[config.mk]
export PLATFORM = sky130hd
export DESIGN_NAME = rwc_reset_ctrl
export DESIGN_NICKNAME = d
export VERILOG_FILES = /design/src/design/rwc_pkg.sv /design/src/design/rwc_sync3.sv /design/src/design/rwc_stretch.sv /design/src/design/rwc_reset_ctrl.sv
export SDC_FILE = /design/constraint.sdc
export NUM_CORES = 1
export LEC_CHECK = 0
export BUFFER_PORTS_ARGS = -buffer_cell sky130_fd_sc_hd__buf_2
export CORE_UTILIZATION = 55
export CTS_BUF_LIST = sky130_fd_sc_hd__clkbuf_8
export DETAILED_ROUTE_END_ITERATION = 6
export PLACE_DENSITY = 0.81
export SYNTH_ARGS = -nofsm -noshare
export SYNTH_HDL_FRONTEND = slang
export SYNTH_HIERARCHICAL = 1
export SYNTH_SLANG_ARGS = --single-unit
[constraint.sdc]
create_clock -name clk_in -period 1.4 [get_ports clk_in]
set_input_delay 0.14 -clock clk_in [delete_from_list [all_inputs] [get_ports clk_in]]
set_output_delay 0.14 -clock clk_in [all_outputs]
set_load 0.01 [all_outputs]
[src/design/rwc_pkg.sv]
// Shared constants of the reset and watchdog control block: clock rates,
// control and flag bit positions, reset values and window lengths.
// Assumes a single 25 MHz system clock; the watchdog oscillator is an
// enable pulse derived from it.

package rwc_pkg;

  localparam int SYS_CLK_HZ = 25_000_000;   // System clock rate
  localparam int WDT_OSC_HZ = 1_000_000;    // Watchdog oscillator rate
  localparam int WDT_DIV    = SYS_CLK_HZ / WDT_OSC_HZ; // Cycles per tick
  localparam int WDT_DIV_W  = 5;            // Divider counter width
  localparam int WDT_CNT_W  = 22;           // Watchdog counter width
  localparam int WDT_BASE_TICKS = 16384;    // Shortest time-out, 16K
  localparam int DLY_W      = 20;           // Stretch counter width

  // Stretch lengths in oscillator ticks, one per start-up selection
  localparam int TOUT_TICKS_0 = 4;
  localparam int TOUT_TICKS_1 = 4096;
  localparam int TOUT_TICKS_2 = 16384;
  localparam int TOUT_TICKS_3 = 65536;

  localparam logic [2:0] CE_WINDOW_CYC = 3'h4; // Change window, cycles

  // Watchdog control word layout
  localparam int CTRL_W      = 5;
  localparam int CTRL_CE_BIT = 4;
  localparam int CTRL_EN_BIT = 3;
  localparam int PS_W        = 3;
  localparam logic [2:0] PS_RST = 3'h0;

  // Reset flag layout
  localparam int FLAG_W    = 5;
  localparam int FLAG_POR  = 0;
  localparam int FLAG_EXT  = 1;
  localparam int FLAG_BOD  = 2;
  localparam int FLAG_WDT  = 3;
  localparam int FLAG_SCAN = 4;
  localparam logic [4:0] FLAGS_RST = 5'h01;   // Power-on flag only

  localparam logic [2:0] BOD_FUSE_OFF  = 3'h7; // Brown-out disabled code
  localparam logic [3:0] CLOCK_SELECT_FUSE_EXT_CLK = 4'h0; // External clock code

endpackage

[src/design/rwc_sync3.sv]
// Three-stage input synchroniser for levels from outside the clock.
// Assumes inputs hold each level for at least three clock cycles.
`timescale 1ns/10ps
`default_nettype none

module rwc_sync3 #(
  parameter int W = 4
) (
  input  wire  logic         clk_in,
  input  wire  logic         rst_in,
  input  wire  logic [W-1:0] d_in,
  output var   logic [W-1:0] q_out
);

  typedef struct packed {
    logic [W-1:0] s1;   // Metastable catch, read by s2 only
    logic [W-1:0] s2;
    logic [W-1:0] s3;
    logic [W-1:0] q;    // Agreed value
  } rwc_sync_t;

  rwc_sync_t st_ff;
  rwc_sync_t nxt_st;

  if (W < 1) begin : g_bad_w
    $error("synchroniser width must be at least one");
  end

  // Shift, and accept a change once the last two stages agree
  always_comb begin
    nxt_st    = st_ff;
    nxt_st.s1 = d_in;
    nxt_st.s2 = st_ff.s1;
    nxt_st.s3 = st_ff.s2;
    for (int i = 0; i < W; i++) begin
      if (st_ff.s2[i] == st_ff.s3[i]) begin
        nxt_st.q[i] = st_ff.s3[i];
      end
    end
  end

  // State register
  always_ff @(posedge clk_in or posedge rst_in) begin
    if (rst_in) begin
      st_ff <= '0;
    end else begin
      st_ff <= nxt_st;
    end
  end

  assign q_out = st_ff.q;

endmodule

`default_nettype wire

[src/design/rwc_stretch.sv]
// Reset stretcher: asserts at once on any active source, releases a
// chosen number of oscillator ticks after the last source goes away.
// Assumes src_in is the already combined, active-high source level.
`timescale 1ns/10ps
`default_nettype none

module rwc_stretch #(
  parameter int CNT_W = 20
) (
  input  wire  logic             clk_in,
  input  wire  logic             src_in,
  input  wire  logic             tick_in,
  input  wire  logic [CNT_W-1:0] delay_in,
  output var   logic             reset_out
);

  typedef struct packed {
    logic             rel1;  // Release catch, read by rel2 only
    logic             rel2;  // Released source, synchronous
    logic [CNT_W-1:0] cnt;   // Ticks since release
    logic             hold;  // Internal reset
  } rwc_str_t;

  localparam rwc_str_t STR_RST = '{1'b1, 1'b1, '0, 1'b1};

  rwc_str_t st_ff;
  rwc_str_t nxt_st;

  if (CNT_W < 2) begin : g_bad_w
    $error("stretch counter too narrow");
  end

  // Count ticks once the release has passed two flops
  always_comb begin
    nxt_st      = st_ff;
    nxt_st.rel1 = 1'b0;
    nxt_st.rel2 = st_ff.rel1;
    if (st_ff.rel2) begin
      nxt_st.cnt  = '0;
      nxt_st.hold = 1'b1;
    end else if (st_ff.hold && tick_in) begin
      if (st_ff.cnt >= delay_in) begin
        nxt_st.hold = 1'b0;
      end else begin
        nxt_st.cnt = st_ff.cnt + CNT_W'(1);
      end
    end
  end

  // Source sets everything at once, no clock needed
  always_ff @(posedge clk_in or posedge src_in) begin
    if (src_in) begin
      st_ff <= STR_RST;
    end else begin
      st_ff <= nxt_st;
    end
  end

  assign reset_out = st_ff.hold;

endmodule

`default_nettype wire

[src/design/rwc_reset_ctrl.sv]
// Reset and watchdog control: merges the reset sources, stretches the
// internal reset, runs the watchdog and keeps the reset flags.
// Assumes fuse inputs are static after power-up and the CPU decodes
// the control and flag writes into the strobes below.
`timescale 1ns/10ps
`default_nettype none

module rwc_reset_ctrl #(
  parameter int WDT_BASE_TICKS = rwc_pkg::WDT_BASE_TICKS,
  parameter int TOUT_TICKS_0   = rwc_pkg::TOUT_TICKS_0,
  parameter int TOUT_TICKS_1   = rwc_pkg::TOUT_TICKS_1,
  parameter int TOUT_TICKS_2   = rwc_pkg::TOUT_TICKS_2,
  parameter int TOUT_TICKS_3   = rwc_pkg::TOUT_TICKS_3
) (
  input  wire  logic       clk_in,
  input  wire  logic       rst_in,
  input  wire  logic       por_detect_in,
  input  wire  logic       ext_reset_n_in,
  input  wire  logic       brownout_low_in,
  input  wire  logic       scan_reset_in,
  input  wire  logic [2:0] brownout_level_fuse_in,
  input  wire  logic       watchdog_always_on_fuse_in,
  input  wire  logic [1:0] startup_time_fuse_in,
  input  wire  logic [3:0] clock_select_fuse_in,
  input  wire  logic       comparator_bandgap_select_in,
  input  wire  logic       adc_enable_in,
  input  wire  logic       wdt_restart_in,
  input  wire  logic       wdt_ctrl_wr_in,
  input  wire  logic [4:0] wdt_ctrl_data_in,
  input  wire  logic       flags_wr_in,
  input  wire  logic [4:0] flags_data_in,
  output var   logic       chip_reset_out,
  output var   logic [4:0] wdt_ctrl_out,
  output var   logic [4:0] reset_flags_out,
  output var   logic       bandgap_enable_out,
  output var   logic       wdt_expired_out
);

  localparam int CW = rwc_pkg::WDT_CNT_W;
  localparam int DW = rwc_pkg::DLY_W;
  localparam int VW = rwc_pkg::WDT_DIV_W;
  localparam int EN = rwc_pkg::CTRL_EN_BIT;
  localparam int CE = rwc_pkg::CTRL_CE_BIT;

  typedef struct packed {
    logic [VW-1:0] div;     // Oscillator divider
    logic          tick;    // One pulse per oscillator period
    logic [CW-1:0] wcnt;    // Watchdog tick counter
    logic          wpulse;  // Expiry pulse, one cycle
    logic          en;      // Watchdog enable as read back
    logic          ce;      // Change enable
    logic [2:0]    cecnt;   // Cycles left in change window
    logic [2:0]    ps;      // Prescale select
    logic [4:0]    flags;   // Reset cause flags
    logic          bg;      // Bandgap enable
  } rwc_state_t;

  localparam rwc_state_t ST_RST = '{
    div: '0, tick: 1'b0, wcnt: '0, wpulse: 1'b0, en: 1'b0,
    ce: 1'b0, cecnt: 3'h0, ps: rwc_pkg::PS_RST,
    flags: rwc_pkg::FLAGS_RST, bg: 1'b0};

  rwc_state_t    st_ff;       // All state of this module
  rwc_state_t    nxt_st;      // Its next value
  logic [3:0]    src_raw;     // Pin-side sources, active high
  logic [3:0]    src_s;       // Same, synchronised
  logic          bod_on;      // Brown-out detector enabled by fuse
  logic          src_async;   // Combined sources, unclocked
  logic [DW-1:0] dly_ticks;   // Selected stretch length
  logic [CW-1:0] wdt_lim;     // Last tick count before expiry
  logic          lvl2;        // Safety level two
  logic          d_ce;        // Written change enable
  logic          d_en;        // Written enable
  logic [2:0]    d_ps;        // Written prescale

  // Refuse counts the counters cannot hold
  if (WDT_BASE_TICKS < 1 || WDT_BASE_TICKS * 128 >= 2 ** CW)
  begin : g_bad_base
    $error("watchdog base count does not fit the counter");
  end
  if (TOUT_TICKS_0 < 0 || TOUT_TICKS_3 >= 2 ** DW ||
      TOUT_TICKS_1 >= 2 ** DW || TOUT_TICKS_2 >= 2 ** DW)
  begin : g_bad_tout
    $error("stretch count does not fit the counter");
  end

  // Last tick before expiry, base count doubled per prescale step
  function automatic logic [CW-1:0] wdt_limit(input logic [2:0] ps);
    logic [CW-1:0] base;
    base      = CW'(WDT_BASE_TICKS);
    wdt_limit = (base << ps) - CW'(1);
  endfunction

  // Stretch length picked by fuses; external clock takes the shortest
  function automatic logic [DW-1:0] dly_sel(input logic [3:0] cks,
                                            input logic [1:0] startup_time_fuse);
    if (cks == rwc_pkg::CLOCK_SELECT_FUSE_EXT_CLK) begin
      dly_sel = DW'(TOUT_TICKS_0);
    end else if (startup_time_fuse == 2'h0) begin
      dly_sel = DW'(TOUT_TICKS_0);
    end else if (startup_time_fuse == 2'h1) begin
      dly_sel = DW'(TOUT_TICKS_1);
    end else if (startup_time_fuse == 2'h2) begin
      dly_sel = DW'(TOUT_TICKS_2);
    end else begin
      dly_sel = DW'(TOUT_TICKS_3);
    end
  endfunction

  assign bod_on  = brownout_level_fuse_in != rwc_pkg::BOD_FUSE_OFF;
  assign lvl2    = watchdog_always_on_fuse_in;
  assign d_ce    = wdt_ctrl_data_in[CE];
  assign d_en    = wdt_ctrl_data_in[EN];
  assign d_ps    = wdt_ctrl_data_in[2:0];
  assign wdt_lim = wdt_limit(st_ff.ps);
  assign dly_ticks = dly_sel(clock_select_fuse_in, startup_time_fuse_in);
  assign src_raw = {scan_reset_in, brownout_low_in,
                    ~ext_reset_n_in, por_detect_in};

  // Unclocked merge: pins must reset the chip with no clock running.
  // Glitches here only lengthen reset, which is the safe direction.
  assign src_async = rst_in | por_detect_in
                   | ~ext_reset_n_in
                   | (brownout_low_in & bod_on)
                   | scan_reset_in
                   | st_ff.wpulse;

  // Pin levels for the flags pass four flops
  rwc_sync3 #(
    .W (4)
  ) u_sync (
    .clk_in (clk_in),
    .rst_in (rst_in),
    .d_in   (src_raw),
    .q_out  (src_s)
  );

  // Stretcher drives the internal reset straight from its flop
  rwc_stretch #(
    .CNT_W (DW)
  ) u_stretch (
    .clk_in    (clk_in),
    .src_in    (src_async),
    .tick_in   (st_ff.tick),
    .delay_in  (dly_ticks),
    .reset_out (chip_reset_out)
  );

  // Next state: divider, control word, watchdog, flags, bandgap
  always_comb begin
    nxt_st = st_ff;

    // Oscillator period as an enable pulse
    if (st_ff.div == VW'(rwc_pkg::WDT_DIV - 1)) begin
      nxt_st.div  = '0;
      nxt_st.tick = 1'b1;
    end else begin
      nxt_st.div  = st_ff.div + VW'(1);
      nxt_st.tick = 1'b0;
    end

    // Change window runs down and closes on its own
    if (st_ff.cecnt != 3'h0) begin
      nxt_st.cecnt = st_ff.cecnt - 3'h1;
      if (st_ff.cecnt == 3'h1) begin
        nxt_st.ce = 1'b0;
      end
    end

    // Control writes
    if (wdt_ctrl_wr_in) begin
      if (d_ce && d_en) begin
        // First step opens the window; prescale stays put
        nxt_st.ce    = 1'b1;
        nxt_st.cecnt = rwc_pkg::CE_WINDOW_CYC;
        nxt_st.en    = 1'b1;
      end else if (st_ff.ce && !d_ce) begin
        // Second step inside the window takes enable and prescale
        nxt_st.en    = d_en;
        nxt_st.ps    = d_ps;
        nxt_st.ce    = 1'b0;
        nxt_st.cecnt = 3'h0;
      end else if (d_en) begin
        // Enabling needs no sequence; clearing here is ignored
        nxt_st.en = 1'b1;
      end
    end

    // Level two: enable is pinned, so the second step's enable bit is moot
    if (lvl2) begin
      nxt_st.en = 1'b1;
    end

    // Chip reset returns the control word to its initial value, except enable, which takes the level-two fuse
    if (chip_reset_out) begin
      nxt_st.en    = lvl2;
      nxt_st.ce    = 1'b0;
      nxt_st.cecnt = 3'h0;
      nxt_st.ps    = rwc_pkg::PS_RST;
    end

    // Watchdog counter and its expiry pulse
    nxt_st.wpulse = 1'b0;
    if (chip_reset_out || wdt_restart_in || !st_ff.en) begin
      nxt_st.wcnt = '0;
    end else if (st_ff.tick) begin
      if (st_ff.wcnt >= wdt_lim) begin
        nxt_st.wcnt   = '0;
        nxt_st.wpulse = 1'b1;
      end else begin
        nxt_st.wcnt = st_ff.wcnt + CW'(1);
      end
    end

    // Flags: zero write clears, a set in the same cycle wins
    if (flags_wr_in) begin
      nxt_st.flags = st_ff.flags & flags_data_in;
    end
    if (src_s[0]) begin
      nxt_st.flags = rwc_pkg::FLAGS_RST;
    end else begin
      nxt_st.flags[rwc_pkg::FLAG_EXT]  = nxt_st.flags[rwc_pkg::FLAG_EXT]
                                         | src_s[1];
      nxt_st.flags[rwc_pkg::FLAG_BOD]  = nxt_st.flags[rwc_pkg::FLAG_BOD]
                                         | (src_s[2] & bod_on);
      nxt_st.flags[rwc_pkg::FLAG_WDT]  = nxt_st.flags[rwc_pkg::FLAG_WDT]
                                         | st_ff.wpulse;
      nxt_st.flags[rwc_pkg::FLAG_SCAN] = nxt_st.flags[rwc_pkg::FLAG_SCAN]
                                         | src_s[3];
    end

    // Reference is needed by any of its three users
    nxt_st.bg = bod_on | comparator_bandgap_select_in
              | adc_enable_in;
  end

  // State register; flags survive chip reset, only rst_in clears all
  always_ff @(posedge clk_in or posedge rst_in) begin
    if (rst_in) begin
      st_ff <= ST_RST;
    end else begin
      st_ff <= nxt_st;
    end
  end

  assign wdt_ctrl_out       = {st_ff.ce, st_ff.en, st_ff.ps};
  assign reset_flags_out    = st_ff.flags;
  assign bandgap_enable_out = st_ff.bg;
  assign wdt_expired_out    = st_ff.wpulse;

  // Expiry pulse lasts exactly one cycle
  property p_pulse_one;
    @(posedge clk_in) disable iff (rst_in)
      st_ff.wpulse |=> !st_ff.wpulse;
  endproperty
  a_pulse_one: assert property (p_pulse_one)
    else $error("watchdog pulse longer than one cycle");

  // Expiry pulse puts the chip into a stretched reset
  property p_pulse_reset;
    @(posedge clk_in) disable iff (rst_in)
      st_ff.wpulse |=> chip_reset_out [*2];
  endproperty
  a_pulse_reset: assert property (p_pulse_reset)
    else $error("watchdog expiry did not hold reset");

  // Scan reset keeps the chip in reset
  property p_scan_hold;
    @(posedge clk_in) disable iff (rst_in)
      src_s[3] |-> chip_reset_out;
  endproperty
  a_scan_hold: assert property (p_scan_hold)
    else $error("scan reset not holding chip reset");

  // Change enable lives four cycles when no write or reset cuts it short
  property p_ce_life;
    @(posedge clk_in) disable iff (rst_in)
      $rose(st_ff.ce) && !chip_reset_out && !wdt_ctrl_wr_in
        ##1 (!wdt_ctrl_wr_in && !chip_reset_out) [*3]
        |-> st_ff.ce ##1 !st_ff.ce;
  endproperty
  a_ce_life: assert property (p_ce_life)
    else $error("change enable window has wrong length");

  // Bandgap follows its three users one cycle later
  property p_bandgap;
    @(posedge clk_in) disable iff (rst_in)
      (bod_on || comparator_bandgap_select_in || adc_enable_in)
        |=> st_ff.bg;
  endproperty
  a_bandgap: assert property (p_bandgap)
    else $error("bandgap off while a user needs it");

  // Restart clears the counter
  property p_restart;
    @(posedge clk_in) disable iff (rst_in)
      wdt_restart_in |=> st_ff.wcnt == '0;
  endproperty
  a_restart: assert property (p_restart)
    else $error("watchdog restart did not clear the counter");

  logic [VW-1:0] tick_gap_ff;   // Cycles since last tick, checker only

  // Checker count; all ones at reset so the first tick lines up too
  always_ff @(posedge clk_in or posedge rst_in) begin
    if (rst_in) begin
      tick_gap_ff <= '1;
    end else if (st_ff.tick) begin
      tick_gap_ff <= '0;
    end else begin
      tick_gap_ff <= tick_gap_ff + VW'(1);
    end
  end

  // Oscillator tick period is exactly the divide ratio
  property p_tick;
    @(posedge clk_in) disable iff (rst_in)
      st_ff.tick == (tick_gap_ff == VW'(rwc_pkg::WDT_DIV - 1));
  endproperty
  a_tick: assert property (p_tick)
    else $error("watchdog oscillator period wrong");

  // Level two always reads enabled
  property p_lvl2;
    @(posedge clk_in) disable iff (rst_in)
      lvl2 |=> wdt_ctrl_out[EN];
  endproperty
  a_lvl2: assert property (p_lvl2)
    else $error("level two watchdog reads disabled");

  // Level one single write enables
  property p_lvl1_en;
    @(posedge clk_in) disable iff (rst_in)
      wdt_ctrl_wr_in && d_en && !chip_reset_out |=> st_ff.en;
  endproperty
  a_lvl1_en: assert property (p_lvl1_en)
    else $error("enable write did not enable watchdog");

  // Clearing enable outside the window is ignored
  property p_no_disable;
    @(posedge clk_in) disable iff (rst_in)
      st_ff.en && !st_ff.ce && wdt_ctrl_wr_in && !d_ce
        && !chip_reset_out |=> st_ff.en;
  endproperty
  a_no_disable: assert property (p_no_disable)
    else $error("watchdog disabled without timed sequence");

  // Period elapsed without restart gives the expiry pulse
  property p_timeout;
    @(posedge clk_in) disable iff (rst_in)
      st_ff.tick && st_ff.en && !chip_reset_out && !wdt_restart_in
        && st_ff.wcnt == wdt_lim |=> st_ff.wpulse;
  endproperty
  a_timeout: assert property (p_timeout)
    else $error("watchdog did not expire at its limit");

  // Power-on leaves only its own flag
  property p_por_flag;
    @(posedge clk_in) disable iff (rst_in)
      src_s[0] |=> st_ff.flags == rwc_pkg::FLAGS_RST;
  endproperty
  a_por_flag: assert property (p_por_flag)
    else $error("power-on did not reset the flags");

endmodule

`default_nettype wire

=== Yosys cells after proc, flatten, opt, wreduce, memory -nomap -nowiden ===
Index checks and enable logic that the tools add are counted.

* Mux-type cells: 27
* Multiply operators: 0
* Divide/modulo/power cells: 0
* Equality and inequality tests: 11
* Order comparisons: 2
* Add/sub/neg operators: 5
* Reduce and logical (&&, ||, !) cells: 22
* Shift-type cells: 1
* Bitwise operators: 15

{| class="wikitable"
|+ Operator list
! kind !! number
|-
| $mux W17 || 4
|-
| $mux W22 || 2
|-
| $mux W21 || 2
|-
| $mux W23 || 1
|-
| $add A22 B1 Y22 const B || 1
|-
| $ge A22 B22 Y1 || 1
|-
| $shl A15 B3 Y22 const A || 1
|-
| $sub A22 B1 Y22 const B || 1
|-
| $add A20 B1 Y20 const B || 1
|-
| $ge A20 B17 Y1 || 1
|-
| $mux W20 || 1
|-
| $mux W8 || 2
|-
| $reduce_bool A2 Y1 || 6
|-
| $or A1 B1 Y1 || 11
|-
| $mux W5 || 2
|-
| $mux W1 || 8
|-
| $mux W4 || 2
|-
| $mux W7 || 1
|-
| $mux W6 || 1
|-
| $reduce_and A2 Y1 || 3
|-
| $reduce_bool A3 Y1 || 2
|-
| $add A5 B1 Y5 const B || 1
|-
| $and A5 B5 Y5 || 1
|-
| $eq A5 B5 Y1 const B || 1
|-
| 17 further kinds || 26
|}

* Output and inout port bits: 13
* Memories kept: 0
* Bits in latches: 0
* Bits in writable memories: 0
* Flip-flop bits (word level): 82
* Word-level logic and storage cells: 105
* Input port bits: 31
* ROM bits: 0

=== Longest topological paths before layout ===
* Depth in word-level cells: 9
* Gate-level depth with buffers: 13
* Mapped depth without buffers: 11

=== Modules after synthesis ===
The synthesis kept the hierarchy.

{| class="wikitable"
|+ By module, submodules not included
! module !! cells each !! sequential area each (um^2) !! times used !! area an instance (um^2)
|-
| rwc_reset_ctrl || 286 || 1077.3 || 1 || 2588.7
|-
| rwc_stretch || 203 || 579.3 || 1 || 1719.1
|-
| rwc_sync3 || 25 || 400.4 || 1 || 479.2
|}

=== Worst setup path after synthesis ===
Ideal clock, no wire load.

* Path type: input to register
* Start: input clock_select_fuse_in[1]
* End: register u_stretch/st_ff[17] (netlist name)
* Setup slack: -1347 ps
* Required time: 1275 ps
* Arrival time: 2622 ps
* Cell stages on the path: 11
* Library setup time: 125 ps
* Path buffers: 1
* Cells stage by stage: or4_1 -> and3_1 -> inv_1 -> ha_1 -> nand4_1 -> nor4_1 -> a2111oi_2 -> nand3_1 -> buf_2 -> nor4_1 -> mux2_2

* Cells in the longest elaborated chain, start to end: 5

{| class="wikitable"
|+ RTL lines
! item !! line !! source
|-
| start: declaration || rwc_reset_ctrl.sv:24 || <nowiki>input wire logic [3:0] clock_select_fuse_in,</nowiki>
|-
| $logic_not A4 Y1 || rwc_reset_ctrl.sv:97 || <nowiki>if (cks == rwc_pkg::CLOCK_SELECT_FUSE_EXT_CLK) begin</nowiki>
|-
| $mux W17 || rwc_reset_ctrl.sv:97 ||
|-
| via dly_ticks[16] || rwc_reset_ctrl.sv:69 || <nowiki>logic [DW-1:0] dly_ticks;</nowiki>
|-
| $ge A20 B17 Y1 || rwc_stretch.sv:42 || <nowiki>if (st_ff.cnt >= delay_in) begin</nowiki>
|-
| $ne A2 B1 Y1 (no source line) || n/a ||
|-
| $reduce_and A2 Y1 (no source line) || n/a ||
|-
| end signal: assignment || rwc_stretch.sv:55 || <nowiki>st_ff <= nxt_st;</nowiki>
|-
| end: declaration || rwc_stretch.sv:26 || <nowiki>rwc_str_t st_ff;</nowiki>
|}

The timed path passes the listed nets, and every way through them passes these cells.
A chain may end at the register's enable or synchronous reset.

=== Worst setup path after layout ===
* Start: input clock_select_fuse_in[2]
* End: register u_stretch/st_ff[10] (netlist name)

The elaborated chain is that of the path after synthesis.

==> impl_metrics.sql <==
INSERT INTO impl_metrics (metric_group, metric, value, unit) VALUES
('critical_path', 'crit-reg2reg-capture', 'u_stretch/st_ff[10]', ''),
('critical_path', 'r2r.worst_path.cells', '9', ''),
('global_route', 'antenna_violations_before_repair', '0', ''),
('critical_path', 'crit_path_frequent_cell', 'sky130_fd_sc_hd__buf_4', ''),
('run_status', 'status', 'finished with violations', ''),
('sta', 'tns', '-44190', 'ps'),
('sta', 'worst_slack', '-1230', 'ps'),
('clocking', 'clk_latency', '370', 'ps'),
('critical_path', 'cp_cell_sequence', 'buf_6, or4_4, and3_4, inv_4, ha_4, nand4_1, nor4_4, a2111oi_4, nand3_2, buf_4, buf_4, o41ai_2, a21oi_1', ''),
('drt', 'route.detailed.drc', '0', ''),
('critical_path', 'critical_path.reg2reg.startpoint', 'u_stretch/st_ff[19]', ''),
('drt', 'first_pass_iters', '5', ''),
('synth', 'synthesis.area', '4790', 'sq um'),
('synth', 'postSynth.asyncResetShare', '1.00', ''),
('layout', 'nets', '761', ''),
('synth', 'yosys-top-cells-count', 'sky130_fd_sc_hd__dfrtp_1 (78), sky130_fd_sc_hd__nand3_1 (42), sky130_fd_sc_hd__inv_1 (40), sky130_fd_sc_hd__nand2_1 (40), sky130_fd_sc_hd__ha_1 (35)', ''),
('global_route', 'track_usage', '0.335', ''),
('synth', 'synth-edff-count', '0', ''),
('place', 'placedCellCount', '756', ''),
('global_route', 'largest_net_degree_at_the_start_of_global_routing', '34', ''),
('clocking', 'clock_tree.htree_level_count', '3', ''),
('drt', 'drt-total-wl', '16.4', 'mm'),
('sta', 'worst_hold_slack', '50.3', 'ps'),
('sta', 'setup_repair_after_global_routing_missed_its_margin', 'true', ''),
('synth', 'average_cell_area_after_synthesis', '9.31', 'sq um'),
('critical_path', 'timing.critical_path.to', 'u_stretch/st_ff[10]', ''),
('synth', 'synth_seq_cells', '82', ''),
('clocking', 'total_clock_buffers_created_by_cts', '9', ''),
('sta', 'slew_violations', '0', ''),
('sta', 'final_hold_viol_count', '0', ''),
('critical_path', 'timing.critical_path.to_type', 'register', ''),
('run_status', 'violated_checks', 'negative setup slack', ''),
('synth', 'synth.yosys.warnings', '6', ''),
('place', 'postPlaceCellArea', '6040', 'sq um'),
('critical_path', 'cp.required', '1650', 'ps'),
('global_route', 'grt_pass1_vias', '5049', ''),
('die', 'floorplan.die_area', '9080', 'sq um'),
('synth', 'ys.flop_type', 'sky130_fd_sc_hd__dfrtp_1', ''),
('layout', 'drive_above_1_share', '0.419', ''),
('critical_path', 'timing.critical_path.slowest_cell_delay', '540', 'ps'),
('pwr', 'vdd_drop_max', '0.000770', 'V'),
('critical_path', 'crit_path_max_fanout', '7', ''),
('die', 'ioPinCount', '44', ''),
('drt', 'drt-vias-per-instance', '6.27', ''),
('die', 'chip_height', '95.3', 'microns'),
('critical_path', 'path_buf_inv', '4', ''),
('synth', 'synth_area_leaders', 'sky130_fd_sc_hd__dfrtp_1 (41%), sky130_fd_sc_hd__ha_1 (9.1%), sky130_fd_sc_hd__nand3_1 (4.4%)', ''),
('sta', 'clock_skew', '10.5', 'ps'),
('sta', 'maxClockFrequency', '0.381', 'GHz'),
('layout', 'layout.filler_cells', '387', ''),
('global_route', 'wire_length_of_the_first_global_routing_pass', '23.2', 'mm'),
('critical_path', 'cp.depth', '13', ''),
('critical_path', 'path_class', 'in2reg', ''),
('critical_path', 'critical_path.top_delay_family', 'simple AND/OR/NAND/NOR gates', ''),
('die', 'rows', '33', ''),
('layout', 'stdcell_count', '805', ''),
('sta', 'period_minus_slack', '2630', 'ps'),
('sta', 'setup-violations-final', '44', ''),
('critical_path', 'kind_of_launch_point_of_the_worst_setup_path', 'primary input', ''),
('clocking', 'clock_slew_at_reported_path_ffs', '90', 'ps'),
('sta', 'max-slew-margin-rel', '0.606', ''),
('place', 'globalplace.congestion', '0.949', ''),
('sta', 'worst_slew_pin_slew', '590', 'ps'),
('layout', 'design_area', '7020', 'sq um'),
('clocking', 'cts.root.buffer_cell', 'sky130_fd_sc_hd__clkbuf_8', ''),
('drt', 'drt.antenna.violating_nets', '0', ''),
('min_path', 'path_category_of_the_worst_min_delay_check', 'in2reg', ''),
('critical_path', 'rrSetupSlack', '-1130', 'ps'),
('synth', 'synthMostInstantiatedCell', 'sky130_fd_sc_hd__dfrtp_1', ''),
('clocking', 'cts.sink_count', '82', ''),
('pwr', 'leakage', '3.14', 'nW');
[sequential cells by signal (all words and copies together), names as in the netlist]
signal               cells
u_stretch/st_ff         21
wdt_expired_out          1
wdt_ctrl_out             5
reset_flags_out          5
st_ff                   31
u_stretch/reset_out      1
u_sync/st_ff             4
u_stretch/nxt_st         1
bandgap_enable_out       1
u_sync/nxt_st            8
u_sync/q_out             4
[worst reg2reg max path: stages, from the launching register on]
cell and delay (ps):
sky130_fd_sc_hd__dfrtp_1 410, sky130_fd_sc_hd__ha_1 270, sky130_fd_sc_hd__nand4_1 240, sky130_fd_sc_hd__nor4_4 80, sky130_fd_sc_hd__a2111oi_4 400, sky130_fd_sc_hd__nand3_2 190, sky130_fd_sc_hd__buf_4 220, sky130_fd_sc_hd__buf_4 140
sky130_fd_sc_hd__o41ai_2 360, sky130_fd_sc_hd__a21oi_1 120
[layout by cell type (no fill, tap or decap), types with 12 or more instances in the layout]
| cell | instances |
|---|---|
| sky130_fd_sc_hd__nand3_1 | 28 |
| sky130_fd_sc_hd__o21ai_0 | 14 |
| sky130_fd_sc_hd__nor2_1 | 23 |
| sky130_fd_sc_hd__ha_1 | 29 |
| sky130_fd_sc_hd__a21oi_1 | 26 |
| sky130_fd_sc_hd__inv_1 | 36 |
| sky130_fd_sc_hd__conb_1 | 18 |
| sky130_fd_sc_hd__buf_2 | 42 |
| sky130_fd_sc_hd__buf_4 | 110 |
| sky130_fd_sc_hd__nand2_1 | 37 |
| sky130_fd_sc_hd__nand3_2 | 12 |
| sky130_fd_sc_hd__dfrtp_1 | 76 |
| sky130_fd_sc_hd__buf_6 | 15 |
[through the flow]
step,setup WS (ps),util
2_1_floorplan,-1290,-
3_3_place_gp,-1490,0.727
3_5_place_dp,-1610,0.727
4_1_cts,-1110,0.804
5_1_grt,-1300,0.846
6_report,-1230,0.846
[repair_timing]
action,CTS,global route
hold buffers,9,0
pin swaps,14,35
hold endpoints to repair,48,0
gates resized for setup,45,46
setup buffers,8,14
gates cloned,2,2
setup endpoints to repair,45,47
[how the worst min path moves through the flow]
stage               slack [ps]                 end  depth (start not counted)                 from
finish                      50     wdt_ctrl_out[2]                          3  wdt_ctrl_data_in[2]
global route                60     wdt_ctrl_out[2]                          3  wdt_ctrl_data_in[2]
CTS                         40     wdt_ctrl_out[2]                          3  wdt_ctrl_data_in[2]
detailed placement         130     wdt_ctrl_out[4]                          2               rst_in
global placement           120  bandgap_enable_out                          2               rst_in
floorplan                   50   u_sync/nxt_st[10]                          1               rst_in
[cell type report]
class	instances	area, sq um	share of cell area
multi-input cells	375	2950	0.420
well taps	105	131	0.0187
clock inverters	7	82.6	0.0118
clock buffers	9	124	0.0177
repair buffers	187	1520	0.216
inverters	40	153	0.0218
flip-flops and latches	82	2060	0.293
[logic make-up after synthesis]
family / after synthesis / synth area share
AO/OA/AOI/OAI: 114 / 0.152
XOR/XNOR: 4 / 0.00732
adder cells (fa/ha/maj): 39 / 0.101
buffers and inverters: 73 / 0.0714
flip-flops: 82 / 0.430
multiplexers: 4 / 0.00889
other: 3 / 0.00235
AND/OR/NAND/NOR: 195 / 0.227
[where the power goes]
part	internal [mW]	switching, mW
Sequential	2.42	0.0379
Combinational	0.137	0.172
Clock	0.858	0.984
Total	3.41	1.19
[layer usage]
layer,vias to the layer above,share of wire,global-route usage
li1,2220,-,-
met1,2453,0.36,0.362
met2,276,0.52,0.627
met3,95,0.061,0.0566
met4,0,0.059,0.164
met5,-,0,0
Note: power is estimated with default switching activity, not from simulation.
